## config.mk

```make
export PLATFORM = sky130hd
export DESIGN_NAME = sensor_sequencer_config
export DESIGN_NICKNAME = d
export VERILOG_FILES = /design/src/rtl/seq_cfg_pkg.sv /design/src/rtl/cfg_word.sv /design/src/rtl/readout_delay_timer.sv /design/src/rtl/sensor_sequencer_config.sv
export SDC_FILE = /design/constraint.sdc
export NUM_CORES = 1
export LEC_CHECK = 0
export BUFFER_PORTS_ARGS = -buffer_cell sky130_fd_sc_hd__buf_2
export CORE_MARGIN = 5
export CORE_UTILIZATION = 35
export CTS_BUF_LIST = sky130_fd_sc_hd__clkbuf_2 sky130_fd_sc_hd__clkbuf_4 sky130_fd_sc_hd__clkbuf_8
export CTS_CLUSTER_SIZE = 40
export DETAILED_ROUTE_END_ITERATION = 10
export GPL_TIMING_DRIVEN = 0
export HOLD_SLACK_MARGIN = 0.02
export PLACE_DENSITY = 0.51
export SYNTH_ARGS = -nofsm -noshare
export SYNTH_HDL_FRONTEND = slang
export SYNTH_HIERARCHICAL = 1
export SYNTH_SLANG_ARGS = --single-unit
```

## constraint.sdc

```tcl
create_clock -name ref_clk_in -period 6.5 [get_ports ref_clk_in]
set_input_delay 0.975 -clock ref_clk_in [delete_from_list [all_inputs] [get_ports ref_clk_in]]
set_output_delay 0.975 -clock ref_clk_in [all_outputs]
set_load 0.02 [all_outputs]
```

## src/rtl/seq_cfg_pkg.sv

```systemverilog
// constants for the sequencer configuration bank: register indices, reset values,
// field positions and bus answer codes.
// assumes nothing of its surroundings; every design file imports it.
`default_nettype none

package seq_cfg_pkg;

    localparam int DATA_W    = 16;
    localparam int IDX_W     = 3;
    localparam int REG_COUNT = 7;

    // ----------------------------------------------------------------
    // register indices (byte address is four times the index)
    // ----------------------------------------------------------------
    localparam logic [IDX_W-1:0] IDX_GENERAL  = 3'h0;
    localparam logic [IDX_W-1:0] IDX_DELAY    = 3'h1;
    localparam logic [IDX_W-1:0] IDX_INTEG    = 3'h2;
    localparam logic [IDX_W-1:0] IDX_WINDOW   = 3'h3;
    localparam logic [IDX_W-1:0] IDX_SPARE    = 3'h4;
    localparam logic [IDX_W-1:0] IDX_DARK     = 3'h5;
    localparam logic [IDX_W-1:0] IDX_PADDING  = 3'h6;

    // ----------------------------------------------------------------
    // reset values
    // ----------------------------------------------------------------
    localparam logic [DATA_W-1:0] RST_GENERAL = 16'h0000;
    localparam logic [DATA_W-1:0] RST_DELAY   = 16'h0000;
    localparam logic [DATA_W-1:0] RST_INTEG   = 16'h0004;
    localparam logic [DATA_W-1:0] RST_WINDOW  = 16'h0001;
    localparam logic [DATA_W-1:0] RST_SPARE   = 16'h0000;
    localparam logic [DATA_W-1:0] RST_DARK    = 16'h0102;
    localparam logic [DATA_W-1:0] RST_PADDING = 16'h0000;

    // ----------------------------------------------------------------
    // field positions
    // ----------------------------------------------------------------
    localparam int GEN_ENABLE_BIT    = 0;
    localparam int GEN_ROLLING_BIT   = 1;
    localparam int GEN_DELAY_EN_BIT  = 6;
    localparam int GEN_SUBSAMPLE_BIT = 7;
    localparam int GEN_BINNING_BIT   = 8;
    localparam int GEN_AEC_WIN_BIT   = 10;
    localparam int GEN_MON_LSB       = 11;
    localparam int MON_W             = 3;
    localparam int BYTE_W            = 8;
    localparam int DLY_EXT_LSB       = 0;
    localparam int DLY_WAIT_LSB      = 8;
    localparam int INT_DUAL_BIT      = 0;
    localparam int INT_TRIPLE_BIT    = 1;
    localparam int INT_LEN_SEL_BIT   = 2;
    localparam int WIN_LSB           = 0;
    localparam int DARK_COUNT_LSB    = 0;
    localparam int DARK_BLANK_BIT    = 8;
    localparam int PAD_LSB           = 0;
    localparam int PAD_W             = 12;

    localparam logic [BYTE_W-1:0] DARK_MIN = 8'h01;
    localparam logic [PAD_W-1:0]  PAD_MAX  = 12'h7FF;

    // ----------------------------------------------------------------
    // bus answers
    // ----------------------------------------------------------------
    localparam logic [1:0] RESP_OKAY   = 2'h0;
    localparam logic [1:0] RESP_SLVERR = 2'h2;

endpackage

`default_nettype wire

```

## src/rtl/cfg_word.sv

```systemverilog
// one 16-bit software register with byte strobes and a reset value.
// assumes a single write enable pulse per bus write on the same clock.
`default_nettype none

module cfg_word
    import seq_cfg_pkg::*;
#(
    parameter logic [15:0] RESET_VALUE = 16'h0000
) (
    input  wire logic              ref_clk_in,
    input  wire logic              reset_in,
    input  wire logic              wr_en_in,
    input  wire logic [DATA_W-1:0] wr_data_in,
    input  wire logic [1:0]        wr_strb_in,
    output logic      [DATA_W-1:0] value_out
);

    typedef struct packed {
        logic [DATA_W-1:0] value;
    } word_state_t;

    word_state_t state_r;
    word_state_t state_nxt;

    always_comb begin
        state_nxt = state_r;
        for (int b = 0; b < 2; b++) begin
            if (wr_en_in && wr_strb_in[b]) begin
                state_nxt.value[b*BYTE_W +: BYTE_W] = wr_data_in[b*BYTE_W +: BYTE_W];
            end
        end
    end

    always_ff @(posedge ref_clk_in or posedge reset_in) begin
        if (reset_in) begin
            state_r <= '{value: RESET_VALUE};
        end else begin
            state_r <= state_nxt;
        end
    end

    assign value_out = state_r.value;

endmodule

`default_nettype wire

```

## src/rtl/readout_delay_timer.sv

```systemverilog
// holds off the start of line readout for a programmed number of clocks after
// the row overhead phase ends.
// assumes row_overhead_done_in is a one-cycle pulse on the same clock.
`default_nettype none

module readout_delay_timer
    import seq_cfg_pkg::*;
(
    input  wire logic              ref_clk_in,
    input  wire logic              reset_in,
    input  wire logic              row_overhead_done_in,
    input  wire logic              delay_enable_in,
    input  wire logic [BYTE_W-1:0] delay_cycles_in,
    output logic                   readout_start_out,
    output logic                   busy_out
);

    typedef struct packed {
        logic              busy;
        logic              go;
        logic [BYTE_W-1:0] count;
    } timer_state_t;

    timer_state_t state_r;
    timer_state_t state_nxt;

    always_comb begin
        state_nxt    = state_r;
        state_nxt.go = 1'b0;
        if (state_r.busy) begin
            // a new row end while waiting is dropped: one readout per row
            if (state_r.count == 8'h01) begin
                state_nxt.busy = 1'b0;
                state_nxt.go   = 1'b1;
            end
            state_nxt.count = state_r.count - 8'h01;
        end else if (row_overhead_done_in) begin
            if (delay_enable_in && delay_cycles_in != 8'h00) begin
                state_nxt.busy  = 1'b1;
                state_nxt.count = delay_cycles_in;
            end else begin
                state_nxt.go = 1'b1;
            end
        end
    end

    always_ff @(posedge ref_clk_in or posedge reset_in) begin
        if (reset_in) begin
            state_r <= '0;
        end else begin
            state_r <= state_nxt;
        end
    end

    assign readout_start_out = state_r.go;
    assign busy_out          = state_r.busy;
endmodule

`default_nettype wire

```

## src/rtl/sensor_sequencer_config.sv

```systemverilog
// configuration register bank of the frame sequencer, reached over AXI4-Lite,
// with the readout hold-off timer and the settings fanned out to the sequencer.
// assumes one clock; row_overhead_done_in comes from sequencer logic on that clock.
//
// What this block does
// - with the readout-delay enable set, readout waits a programmed time after row overhead ends.
// - the high byte of the delay register is that wait, used only while the enable is one.
// - general bit 7 selects subsampled readout.
// - general bit 8 selects binning.
// - general bit 10 limits exposure statistics to the configured window.
// - general bits 13:11 choose what drives the monitor pins.
// - in rolling shutter the low byte of the delay register lengthens each line.
// - integration bit 0 enables dual slope, in global shutter only.
// - integration bit 1 enables triple slope, in global shutter only.
// - integration bit 2, reset to one, reads the span value as frame length, else reset length.
// - dark row count sets black lines per frame, 1 to 255, default 2.
// - dark row bit 8, default one, blanks the first output line.
// - padding row field sets 0 to 2047 dummy lines, rolling shutter only.
// - general bit 1 selects global (0) or rolling (1) shutter.
//
// Decided for this implementation: the AXI4-Lite slave port.
`default_nettype none

module sensor_sequencer_config
    import seq_cfg_pkg::*;
#(
    parameter int ADDR_W = 8
) (
    input  wire logic              ref_clk_in,
    input  wire logic              reset_in,
    input  wire logic [ADDR_W-1:0] awaddr_in,
    input  wire logic              awvalid_in,
    output logic                   awready_out,
    input  wire logic [31:0]       wdata_in,
    input  wire logic [3:0]        wstrb_in,
    input  wire logic              wvalid_in,
    output logic                   wready_out,
    output logic [1:0]             bresp_out,
    output logic                   bvalid_out,
    input  wire logic              bready_in,
    input  wire logic [ADDR_W-1:0] araddr_in,
    input  wire logic              arvalid_in,
    output logic                   arready_out,
    output logic [31:0]            rdata_out,
    output logic [1:0]             rresp_out,
    output logic                   rvalid_out,
    input  wire logic              rready_in,
    input  wire logic              row_overhead_done_in,
    output logic                   readout_start_out,
    output logic                   readout_wait_busy_out,
    output logic                   seq_enable_out,
    output logic                   rolling_shutter_out,
    output logic                   subsample_out,
    output logic                   binning_out,
    output logic                   aec_window_only_out,
    output logic [MON_W-1:0]       monitor_select_out,
    output logic [1:0]             monitor_out,
    output logic [BYTE_W-1:0]      line_readout_extension_out,
    output logic                   dual_slope_out,
    output logic                   triple_slope_out,
    output logic                   length_interpretation_sel_out,
    output logic [BYTE_W-1:0]      window_select_out,
    output logic [BYTE_W-1:0]      dark_row_count_out,
    output logic                   blank_first_line_out,
    output logic [PAD_W-1:0]       padding_row_count_out
);

    // refused while elaborating: the word index and the byte lanes must both fit the address
    if (ADDR_W < IDX_W + 2 || ADDR_W > 32) begin : g_bad_addr_w
        $error("ADDR_W must lie between 5 and 32");
    end

    // ----------------------------------------------------------------
    // state
    // ----------------------------------------------------------------
    typedef struct packed {
        logic              aw_got;
        logic              w_got;
        logic [ADDR_W-1:0] waddr;
        logic [DATA_W-1:0] wdata;
        logic [1:0]        wstrb;
        logic              awready;
        logic              wready;
        logic              bvalid;
        logic [1:0]        bresp;
        logic              arready;
        logic              rvalid;
        logic [31:0]       rdata;
        logic [1:0]        rresp;
        logic              seq_enable;
        logic              rolling;
        logic              subsample;
        logic              binning;
        logic              aec_window;
        logic [MON_W-1:0]  mon_sel;
        logic [1:0]        mon;
        logic [BYTE_W-1:0] line_ext;
        logic              dual;
        logic              triple;
        logic              len_sel;
        logic [BYTE_W-1:0] window;
        logic [BYTE_W-1:0] dark_count;
        logic              blank_first;
        logic [PAD_W-1:0]  pad_count;
    } cfg_state_t;

    cfg_state_t state_r;
    cfg_state_t state_nxt;

    logic [DATA_W-1:0] words [REG_COUNT];
    logic [REG_COUNT-1:0] word_wr;
    logic [ADDR_W-1:0] wr_addr;
    logic [DATA_W-1:0] wr_data;
    logic [1:0]        wr_strb;
    logic              timer_go;
    logic              timer_busy;

    function automatic logic mapped(input logic [ADDR_W-1:0] a);
        return (a[ADDR_W-1:2] < (ADDR_W-2)'(REG_COUNT)) && (a[1:0] == 2'h0);
    endfunction

    // ----------------------------------------------------------------
    // register words
    // ----------------------------------------------------------------
    localparam logic [DATA_W-1:0] RST_TABLE [REG_COUNT] = '{RST_GENERAL, RST_DELAY, RST_INTEG,
                                                           RST_WINDOW, RST_SPARE, RST_DARK, RST_PADDING};

    // every bit is stored, reserved ones included, so readback matches the write
    for (genvar i = 0; i < REG_COUNT; i++) begin : g_word
        cfg_word #(
            .RESET_VALUE (RST_TABLE[i])
        ) u_word (
            .ref_clk_in  (ref_clk_in),
            .reset_in    (reset_in),
            .wr_en_in    (word_wr[i]),
            .wr_data_in  (wr_data),
            .wr_strb_in  (wr_strb),
            .value_out   (words[i])
        );
    end

    readout_delay_timer u_timer (
        .ref_clk_in           (ref_clk_in),
        .reset_in             (reset_in),
        .row_overhead_done_in (row_overhead_done_in),
        .delay_enable_in      (words[IDX_GENERAL][GEN_DELAY_EN_BIT]),
        .delay_cycles_in      (words[IDX_DELAY][DLY_WAIT_LSB +: BYTE_W]),
        .readout_start_out    (timer_go),
        .busy_out             (timer_busy)
    );

    // ----------------------------------------------------------------
    // next state
    // ----------------------------------------------------------------
    always_comb begin
        logic aw_take;
        logic w_take;
        logic rolling;
        logic [BYTE_W-1:0] dark;
        logic [PAD_W-1:0]  pad;
        aw_take   = awvalid_in && state_r.awready;
        w_take    = wvalid_in && state_r.wready;
        rolling   = words[IDX_GENERAL][GEN_ROLLING_BIT];
        dark      = words[IDX_DARK][DARK_COUNT_LSB +: BYTE_W];
        pad       = words[IDX_PADDING][PAD_LSB +: PAD_W];
        state_nxt = state_r;
        word_wr   = '0;

        // write channel: address and data accepted in either order
        if (aw_take) begin
            state_nxt.aw_got = 1'b1;
            state_nxt.waddr  = awaddr_in;
        end
        if (w_take) begin
            state_nxt.w_got = 1'b1;
            state_nxt.wdata = wdata_in[DATA_W-1:0];
            state_nxt.wstrb = wstrb_in[1:0];
        end
        wr_addr = state_nxt.waddr;
        wr_data = state_nxt.wdata;
        wr_strb = state_nxt.wstrb;
        if (state_r.bvalid && bready_in) begin
            state_nxt.bvalid = 1'b0;
        end
        if (state_nxt.aw_got && state_nxt.w_got && !state_r.bvalid) begin
            state_nxt.aw_got = 1'b0;
            state_nxt.w_got  = 1'b0;
            state_nxt.bvalid = 1'b1;
            if (mapped(wr_addr)) begin
                word_wr[wr_addr[IDX_W+1:2]] = 1'b1;
                state_nxt.bresp = RESP_OKAY;
            end else begin
                state_nxt.bresp = RESP_SLVERR;
            end
        end
        state_nxt.awready = !state_nxt.aw_got && !state_nxt.bvalid;
        state_nxt.wready  = !state_nxt.w_got && !state_nxt.bvalid;

        // read channel: one read in flight
        if (state_r.rvalid && rready_in) begin
            state_nxt.rvalid = 1'b0;
        end
        if (arvalid_in && state_r.arready) begin
            state_nxt.rvalid = 1'b1;
            if (mapped(araddr_in)) begin
                state_nxt.rdata = {16'h0000, words[araddr_in[IDX_W+1:2]]};
                state_nxt.rresp = RESP_OKAY;
            end else begin
                state_nxt.rdata = 32'h0000_0000;
                state_nxt.rresp = RESP_SLVERR;
            end
        end
        state_nxt.arready = !state_nxt.rvalid;

        // settings seen by the sequencer
        state_nxt.seq_enable  = words[IDX_GENERAL][GEN_ENABLE_BIT];
        state_nxt.rolling     = rolling;
        state_nxt.subsample   = words[IDX_GENERAL][GEN_SUBSAMPLE_BIT];
        state_nxt.binning     = words[IDX_GENERAL][GEN_BINNING_BIT];
        state_nxt.aec_window  = words[IDX_GENERAL][GEN_AEC_WIN_BIT];
        state_nxt.mon_sel     = words[IDX_GENERAL][GEN_MON_LSB +: MON_W];
        state_nxt.line_ext    = rolling ? words[IDX_DELAY][DLY_EXT_LSB +: BYTE_W] : 8'h00;
        state_nxt.dual        = words[IDX_INTEG][INT_DUAL_BIT] && !rolling;
        state_nxt.triple      = words[IDX_INTEG][INT_TRIPLE_BIT] && !rolling;
        state_nxt.len_sel     = words[IDX_INTEG][INT_LEN_SEL_BIT];
        state_nxt.window      = words[IDX_WINDOW][WIN_LSB +: BYTE_W];
        // zero is out of range; the sequencer always needs one dark row
        state_nxt.dark_count  = (dark < DARK_MIN) ? DARK_MIN : dark;
        state_nxt.blank_first = words[IDX_DARK][DARK_BLANK_BIT];
        state_nxt.pad_count   = !rolling ? 12'h000 : ((pad > PAD_MAX) ? PAD_MAX : pad);

        // monitor pins: the selection picks a pair of internal signals
        case (words[IDX_GENERAL][GEN_MON_LSB +: MON_W])
            3'h1:    state_nxt.mon = {timer_go, timer_busy};
            3'h2:    state_nxt.mon = {row_overhead_done_in, timer_go};
            3'h3:    state_nxt.mon = {rolling, words[IDX_GENERAL][GEN_ENABLE_BIT]};
            default: state_nxt.mon = 2'h0;
        endcase
    end

    always_ff @(posedge ref_clk_in or posedge reset_in) begin
        if (reset_in) begin
            state_r             <= '0;
            state_r.len_sel     <= RST_INTEG[INT_LEN_SEL_BIT];
            state_r.window      <= RST_WINDOW[WIN_LSB +: BYTE_W];
            state_r.dark_count  <= RST_DARK[DARK_COUNT_LSB +: BYTE_W];
            state_r.blank_first <= RST_DARK[DARK_BLANK_BIT];
        end else begin
            state_r <= state_nxt;
        end
    end

    // ----------------------------------------------------------------
    // outputs
    // ----------------------------------------------------------------
    assign awready_out                   = state_r.awready;
    assign wready_out                    = state_r.wready;
    assign bvalid_out                    = state_r.bvalid;
    assign bresp_out                     = state_r.bresp;
    assign arready_out                   = state_r.arready;
    assign rvalid_out                    = state_r.rvalid;
    assign rdata_out                     = state_r.rdata;
    assign rresp_out                     = state_r.rresp;
    assign readout_start_out             = timer_go;
    assign readout_wait_busy_out         = timer_busy;
    assign seq_enable_out                = state_r.seq_enable;
    assign rolling_shutter_out           = state_r.rolling;
    assign subsample_out                 = state_r.subsample;
    assign binning_out                   = state_r.binning;
    assign aec_window_only_out           = state_r.aec_window;
    assign monitor_select_out            = state_r.mon_sel;
    assign monitor_out                   = state_r.mon;
    assign line_readout_extension_out    = state_r.line_ext;
    assign dual_slope_out                = state_r.dual;
    assign triple_slope_out              = state_r.triple;
    assign length_interpretation_sel_out = state_r.len_sel;
    assign window_select_out             = state_r.window;
    assign dark_row_count_out            = state_r.dark_count;
    assign blank_first_line_out          = state_r.blank_first;
    assign padding_row_count_out         = state_r.pad_count;
endmodule

`default_nettype wire

```

==> results of run 1 <==
area by class of cell:
| class | count | share of cell area, % |
|---|---|---|
| repair buffers | 115 | 5.09 |
| clock buffers | 70 | 7.14 |
| flip-flops and latches | 223 | 47.6 |
| inverters | 16 | 0.533 |
| clock inverters | 4 | 0.245 |
| multi-input cells | 400 | 29.3 |
| well taps | 378 | 4.03 |
| plain buffers | 104 | 6.01 |
worst paths after layout:
path                       slack (ps)  cells after the start                            end                          start
min                               380                      0           window_select_out[0]  g_word[3].u_word/value_out[0]
min in group asynchronous         550                      2             u_timer/state_r[5]                       reset_in
max                              3410                      7  g_word[5].u_word/value_out[7]                   awaddr_in[7]
min reg2reg                       380                      0           window_select_out[0]  g_word[3].u_word/value_out[0]
max reg2reg                      3680                      6  g_word[5].u_word/value_out[7]                    awready_out
max in group asynchronous        5150                      3  length_interpretation_sel_out                       reset_in
Yosys cell counts, drive strengths merged (11+ instances only):
master	n	area [µm²]
buf	86	634
clkbuf	18	71.3
dfrtp	215	5380
inv	16	60.1
mux2	137	1540
mux2i	20	200
mux4	16	360
nand2	57	251
nor2	12	45.0
o211a	16	160
o21a	11	82.6
o21ai	38	201
worst max-delay path, cell delays in order:
cell	delay (ps)
buf_2	110
or3_1	360
nor4_1	380
o21ai_0	300
nor4_1	670
nand2_2	340
mux2_2	350
per-layer routing:
layer | global-route usage, % | vias up | part of all wire (%)
met2 | 25.5 | 143 | 48
met1 | 22.0 | 3028 | 46
met3 | 3.27 | 34 | 4.7
met4 | 4.09 | 0 | 1.7
met5 | 0 | - | 0
li1 | - | 2827 | -
kinds of logic after synthesis:
logic type	share of synthesized area [%]
AOI/OAI and AO/OA	6.04
adders and majority gates	0.257
muxes	21.6
xor gates and xnor gates	0.180
buffers and inverters	7.87
DFF	57.4
and+or+nand+nor	6.58
other	0.0385
power breakdown:
part	internal (mW)	switching, mW	total, mW
logic	0.315	0.485	0.800
clock network	0.809	0.572	1.38
registers	1.61	0.126	1.74
flip-flops by register name (all words and copies together), names as in the netlist, 2 cells and up:
register,flops
dark_row_count_out,8
g_word.u_word/value_out,112
line_readout_extension_out,8
monitor_out,2
monitor_select_out,3
padding_row_count_out,12
rdata_out,16
state_r,28
u_timer/state_r,8
window_select_out,8
stage by stage:
step | utilization, % | instance area [µm²]
2_1_floorplan | - | 9800
5_1_grt | 42.5 | 11700
3_3_place_gp | 39.3 | 10800
4_1_cts | 42.5 | 11700
3_5_place_dp | 39.4 | 10900
6_report | 42.5 | 11700
==> metrics.txt, run 1 <==
CP Capture Type flip-flop; Worst Path Required 6910 ps; first-pass GRT wire length 38100 µm; initial antenna violation count 0; via/cell ratio 4.60; syn avg cell area 13.4 µm²; DR pass1 iterations 4; Power Total 3.92 mW; Clk Latency, worst-skew pair 530 ps; pre-CTS setup slack 2880 ps; GP Congestion 0.765; setup slack after layout 3410 ps; largest net degree at the start of global routing 65; number of port buffers 114; RSZ-0062 raised after global routing false; Slew HR 45.7%; initial DRC count 261; hold slack 377 ps; cell leakage power 6.02 nW; nets 963; Max FO, Critical Path 8; I/O pin count 153; status finished, final reports clean; Multi-input gate area 3450 µm²; commonest non-fill, non-tap cell in the layout dfrtp_1; # diodes 0; Post-CTS Resized 0; clock sinks 223; MaxCap Viol Count 0; via count 6032; Worst EP arrival 3500 ps; post-synthesis sequential area ratio 57.4%; DRC Markers 0; critical path launch point type input port; CTS Root Cell clkbuf_8; Fin Setup TNS 0 ps; FP Rows 61; post-route clock skew 15.3 ps; Pins Over Slew Limit 0; final setup violation count 0; TritonCTS Buffers 41; Seq cells post-synth 223; vias in the first global route 6435; fraction of layout cells with a size suffix above 1 49.5%; Register Area 5590 µm²; peak supply drop 0.179 mV; Non-Filler Instances 1310; Filler Cells Inserted 2679; clock-pin slew on the worst setup and hold paths 50 ps; Inst Count DP 1236; Cells after Synth 725; Starting Density 35.2%; core area 27600 µm²; GRT Overall Usage 15.8%; Worst-Margin Slew 808 ps; die area 31200 µm²; Chip Width 177 µm; Post-synth EDFFs 0; FMAX 324 MHz; CTS Buffer Depth 3; post-synth cell types 48; type of the worst setup path input port to flip-flop; CTS H-tree depth 2; CTS tree done; Total Routed Length 24300 µm; Most used DFF post-synth dfrtp_1; minimum clock period 3090 ps; HP Class flip-flop to flip-flop; die height 177 µm; Detailed Place HPWL 17200 µm; Mapped Area 9730 µm²; number of hold buffers added after cts 0; setup bufs post-CTS 0; Cell Pwr Density 334 nW/µm²; wire length per cell 18.6 µm; DRT antenna net count 0; P&R area growth vs syn 20.6%; global route total overflow 0; commonest non-fill, non-tap cells in the layout dfrtp_1 (215), mux2_2 (137), buf_2 (120); Yosys warnings 6; Final Cycle Share 47.5%; Post-synth ARST share 100%; Fin. Hold Viols 0
Note: power is estimated with default switching activity, not from simulation.
==> run 2, diff against run 1 <==
--- a/config.mk
+++ b/config.mk
@@ -13,7 +13,7 @@
 export DETAILED_ROUTE_END_ITERATION = 10
 export GPL_TIMING_DRIVEN = 0
 export HOLD_SLACK_MARGIN = 0.02
-export PLACE_DENSITY = 0.51
+export PLACE_DENSITY = 0.53
 export SYNTH_ARGS = -nofsm -noshare
 export SYNTH_HDL_FRONTEND = slang
 export SYNTH_HIERARCHICAL = 1
==> constraint.sdc (replaced) <==
create_clock -name ref_clk_in -period 2.64 [get_ports ref_clk_in]
set_input_delay 0.396 -clock ref_clk_in [delete_from_list [all_inputs] [get_ports ref_clk_in]]
set_output_delay 0.396 -clock ref_clk_in [all_outputs]
set_load 0.02 [all_outputs]
==> run 2 against run 1 <==
Against the previous run:
- sequential cell count did not move
- sequential power is 150% higher
- worst setup slack lost 3200 ps
- clock skew grew 10 ps
- routed wire length is 0.44% lower
- non-clock buffer count rose by 3
- combinational power increased to 2.5 times the previous value
- via count increased by 0.58%
- utilization rose by 0.43 points
- critical endpoint is now g_word[3].u_word/value_out[8]
- critical path depth down 1
- largest cell class unchanged
==> metrics.txt, run 2 (synthesis gave the netlist of run 1 again) <==
status finished, final reports clean (unchanged); CP delay by family, top simple AND/OR/NAND/NOR gates (unchanged); number of port buffers 114 (unchanged); initial DRC count 349 (was 261); Non-Filler Instances 1313 (was 1310); final instance area 11900 µm² (was 11700 µm²); cell leakage power 6.04 nW (was 6.02 nW); minimum clock period 2450 ps; GP Congestion 0.777 (was 0.765); Worst EP arrival 2860 ps (was 3500 ps); type of the worst setup path flip-flop to flip-flop (was input port to flip-flop); # diodes 0 (unchanged); Cell Pwr Density 822 nW/µm² (was 334 nW/µm²); Multi-input gate area 3510 µm² (was 3450 µm²); via/cell ratio 4.62 (was 4.60); DRC Markers 0 (unchanged); Sw Ratio 30.1% (was 30.2%); number of flip-flops in the largest register 112 (unchanged); Register Area 5590 µm² (unchanged); Worst Path Required 3050 ps (was 6910 ps); setup slack, reg-to-reg 190 ps (was 3680 ps); post-route clock skew 25.4 ps (was 15.3 ps); reg2reg start awready_out (unchanged); CP Capture Type flip-flop (unchanged); initial antenna violation count 0 (unchanged); DR pass1 iterations 4 (unchanged); first-pass GRT wire length 38200 µm (was 38100 µm); CTS Buffer Depth 3 (unchanged); Final Cycle Share 92.9%; DRT antenna net count 0 (unchanged); Max FO, Critical Path 10 (was 8); Slowest-stage cell, CP mux2i_4 (was nor4_1); die height 177 µm (unchanged); CTS H-tree depth 2 (unchanged); Crit. Startpoint awready_out (was awaddr_in[7]); final setup violation count 0 (unchanged); Detailed Place HPWL 17100 µm (was 17200 µm); worst path cell trace nand2_2, mux2i_4, o221ai_1, nor4_2, nand2_2, mux2_2 (was buf_2, or3_1, nor4_1, o21ai_0, nor4_1, nand2_2, mux2_2); clock sinks 223 (unchanged); Register-to-Register Path Depth 6 (unchanged); crit path capture g_word[3].u_word/value_out[8] (was g_word[5].u_word/value_out[7]); placed cell area 10900 µm² (about the same); critical path launch point type flip-flop (was input port); FMAX 408 MHz; Total Routed Length 24200 µm (was 24300 µm); CP Depth 6 (was 7); vias in the first global route 6349 (was 6435); Power Total 9.75 mW (was 3.92 mW); Slew HR 45.5% (was 45.7%); FP Rows 61 (unchanged); peak supply drop 0.516 mV (was 0.179 mV); core area 27600 µm² (unchanged); CTS Root Cell clkbuf_8 (unchanged); CTS tree done (unchanged); Fin Setup TNS 0 ps (unchanged); RSZ-0062 raised after global routing false (unchanged); commonest non-fill, non-tap cells in the layout dfrtp_1 (215), mux2_2 (137), buf_2 (120) (unchanged); final core occ 42.9% (was 42.5%); CP peak stage delay 430 ps (was 670 ps); Chip Width 177 µm (unchanged); Pins Over Slew Limit 0 (unchanged); P_sw 2.93 mW (was 1.18 mW); Int Pwr 6.82 mW (was 2.74 mW); Starting Density 35.2% (unchanged); P&R area growth vs syn 21.9% (was 20.6%); die area 31200 µm² (unchanged); commonest non-fill, non-tap cell in the layout dfrtp_1 (unchanged); via count 6067 (was 6032); TritonCTS Buffers 40 (was 41); clock power share 35.3% (about the same); Worst R2R End g_word[3].u_word/value_out[8] (was g_word[5].u_word/value_out[7]); nets 965 (was 963); largest net degree at the start of global routing 38 (was 65); wire length per cell 18.4 µm (was 18.6 µm); HP Class input port to flip-flop (was flip-flop to flip-flop); fraction of layout cells with a size suffix above 1 50.4% (was 49.5%); Comb pwr share 20.7% (was 20.4%); clock-pin slew on the worst setup and hold paths 60 ps (was 50 ps); Inst Count DP 1238 (was 1236); part of the power in registers 43.9% (was 44.3%); Filler Cells Inserted 2657 (was 2679); MaxCap Viol Count 0 (unchanged); most used cell, CP nand2_2 (was nor4_1); global route total overflow 0 (unchanged); Worst-Margin Slew 817 ps (was 808 ps); worst path bufs/invs 0 (was 1); I/O pin count 153 (unchanged); GRT Overall Usage 15.9% (was 15.8%); Fin. Hold Viols 0 (unchanged); Clk Latency, worst-skew pair 540 ps (was 530 ps)
-- run 2: cell types whose count changed in the layout (fill, tap and decap cells not counted), moves of 2 or more --
cell and delta:
mux2i_1 -2, nor4_1 -4, nor3_1 -2, mux2i_4 +2, nor4_2 +3, nor3_2 +2, clkbuf_8 -2, buf_12 +3
-- run 2: through the flow --
stage	setup slack [ps]	hold slack [ps]
2_1_floorplan	332	236
3_3_place_gp	-417	367
3_5_place_dp	-433	366
4_1_cts	-72.2	61.1
5_1_grt	39.4	78.8
6_report	187	87.2
-- run 2: power groups by stage --
stage / sequential, mW / clock (mW) / combinational (mW)
2_1_floorplan: 4.28 / 0 / 1.33
3_3_place_gp: 4.32 / 0 / 1.95
3_5_place_dp: 4.33 / 0 / 1.99
4_1_cts: 4.28 / 3.56 / 2.02
5_1_grt: 4.35 / 3.71 / 2.21
6_report: 4.28 / 3.44 / 2.02
-- run 2: what timing repair did --
item	CTS	global route
endpoints found under the hold margin	14	0
hold buffers	1	0
setup buffers	0	0
endpoints found under the setup margin	73	48
gates resized for setup	5	7
pin swaps	0	1
-- run 2: layer usage --
layer / vias to the layer above / part of all wire, % / routed length [µm] / global-route usage, %
met2: 142 / 46 / 11200 / 24.7
li1: 2823 / - / - / -
met5: - / 0 / 0 / 0
met4: 0 / 1.9 / 467 / 4.19
met3: 42 / 4.7 / 1140 / 3.31
met1: 3060 / 47 / 11400 / 22.7
-- run 2: how the worst min path moves through the flow --
stage	from	cells after the start	endpoint
after floorplan	reset_in	1	u_timer/busy_out
after global placement	g_word[3].u_word/value_out[0]	0	window_select_out[0]
after detailed placement	g_word[3].u_word/value_out[0]	0	window_select_out[0]
after CTS	rready_in	2	rvalid_out
after global routing	rready_in	2	rvalid_out
final	rready_in	2	rvalid_out
-- run 2: layout make-up --
class	instances	share of cell area, %
plain buffers	104	5.95
clock buffers	69	6.90
clock inverters	5	0.464
inverters	16	0.538
multi-input cells	400	29.6
flip-flops and latches	223	47.1
well taps	378	3.99
repair buffers	118	5.40
-- run 2: worst register-to-register path: stages, from the launching register on --
cell and delay [ps]:
dfrtp_1 400, nand2_2 270, mux2i_4 430, o221ai_1 270, nor4_2 350, nand2_2 270, mux2_2 350
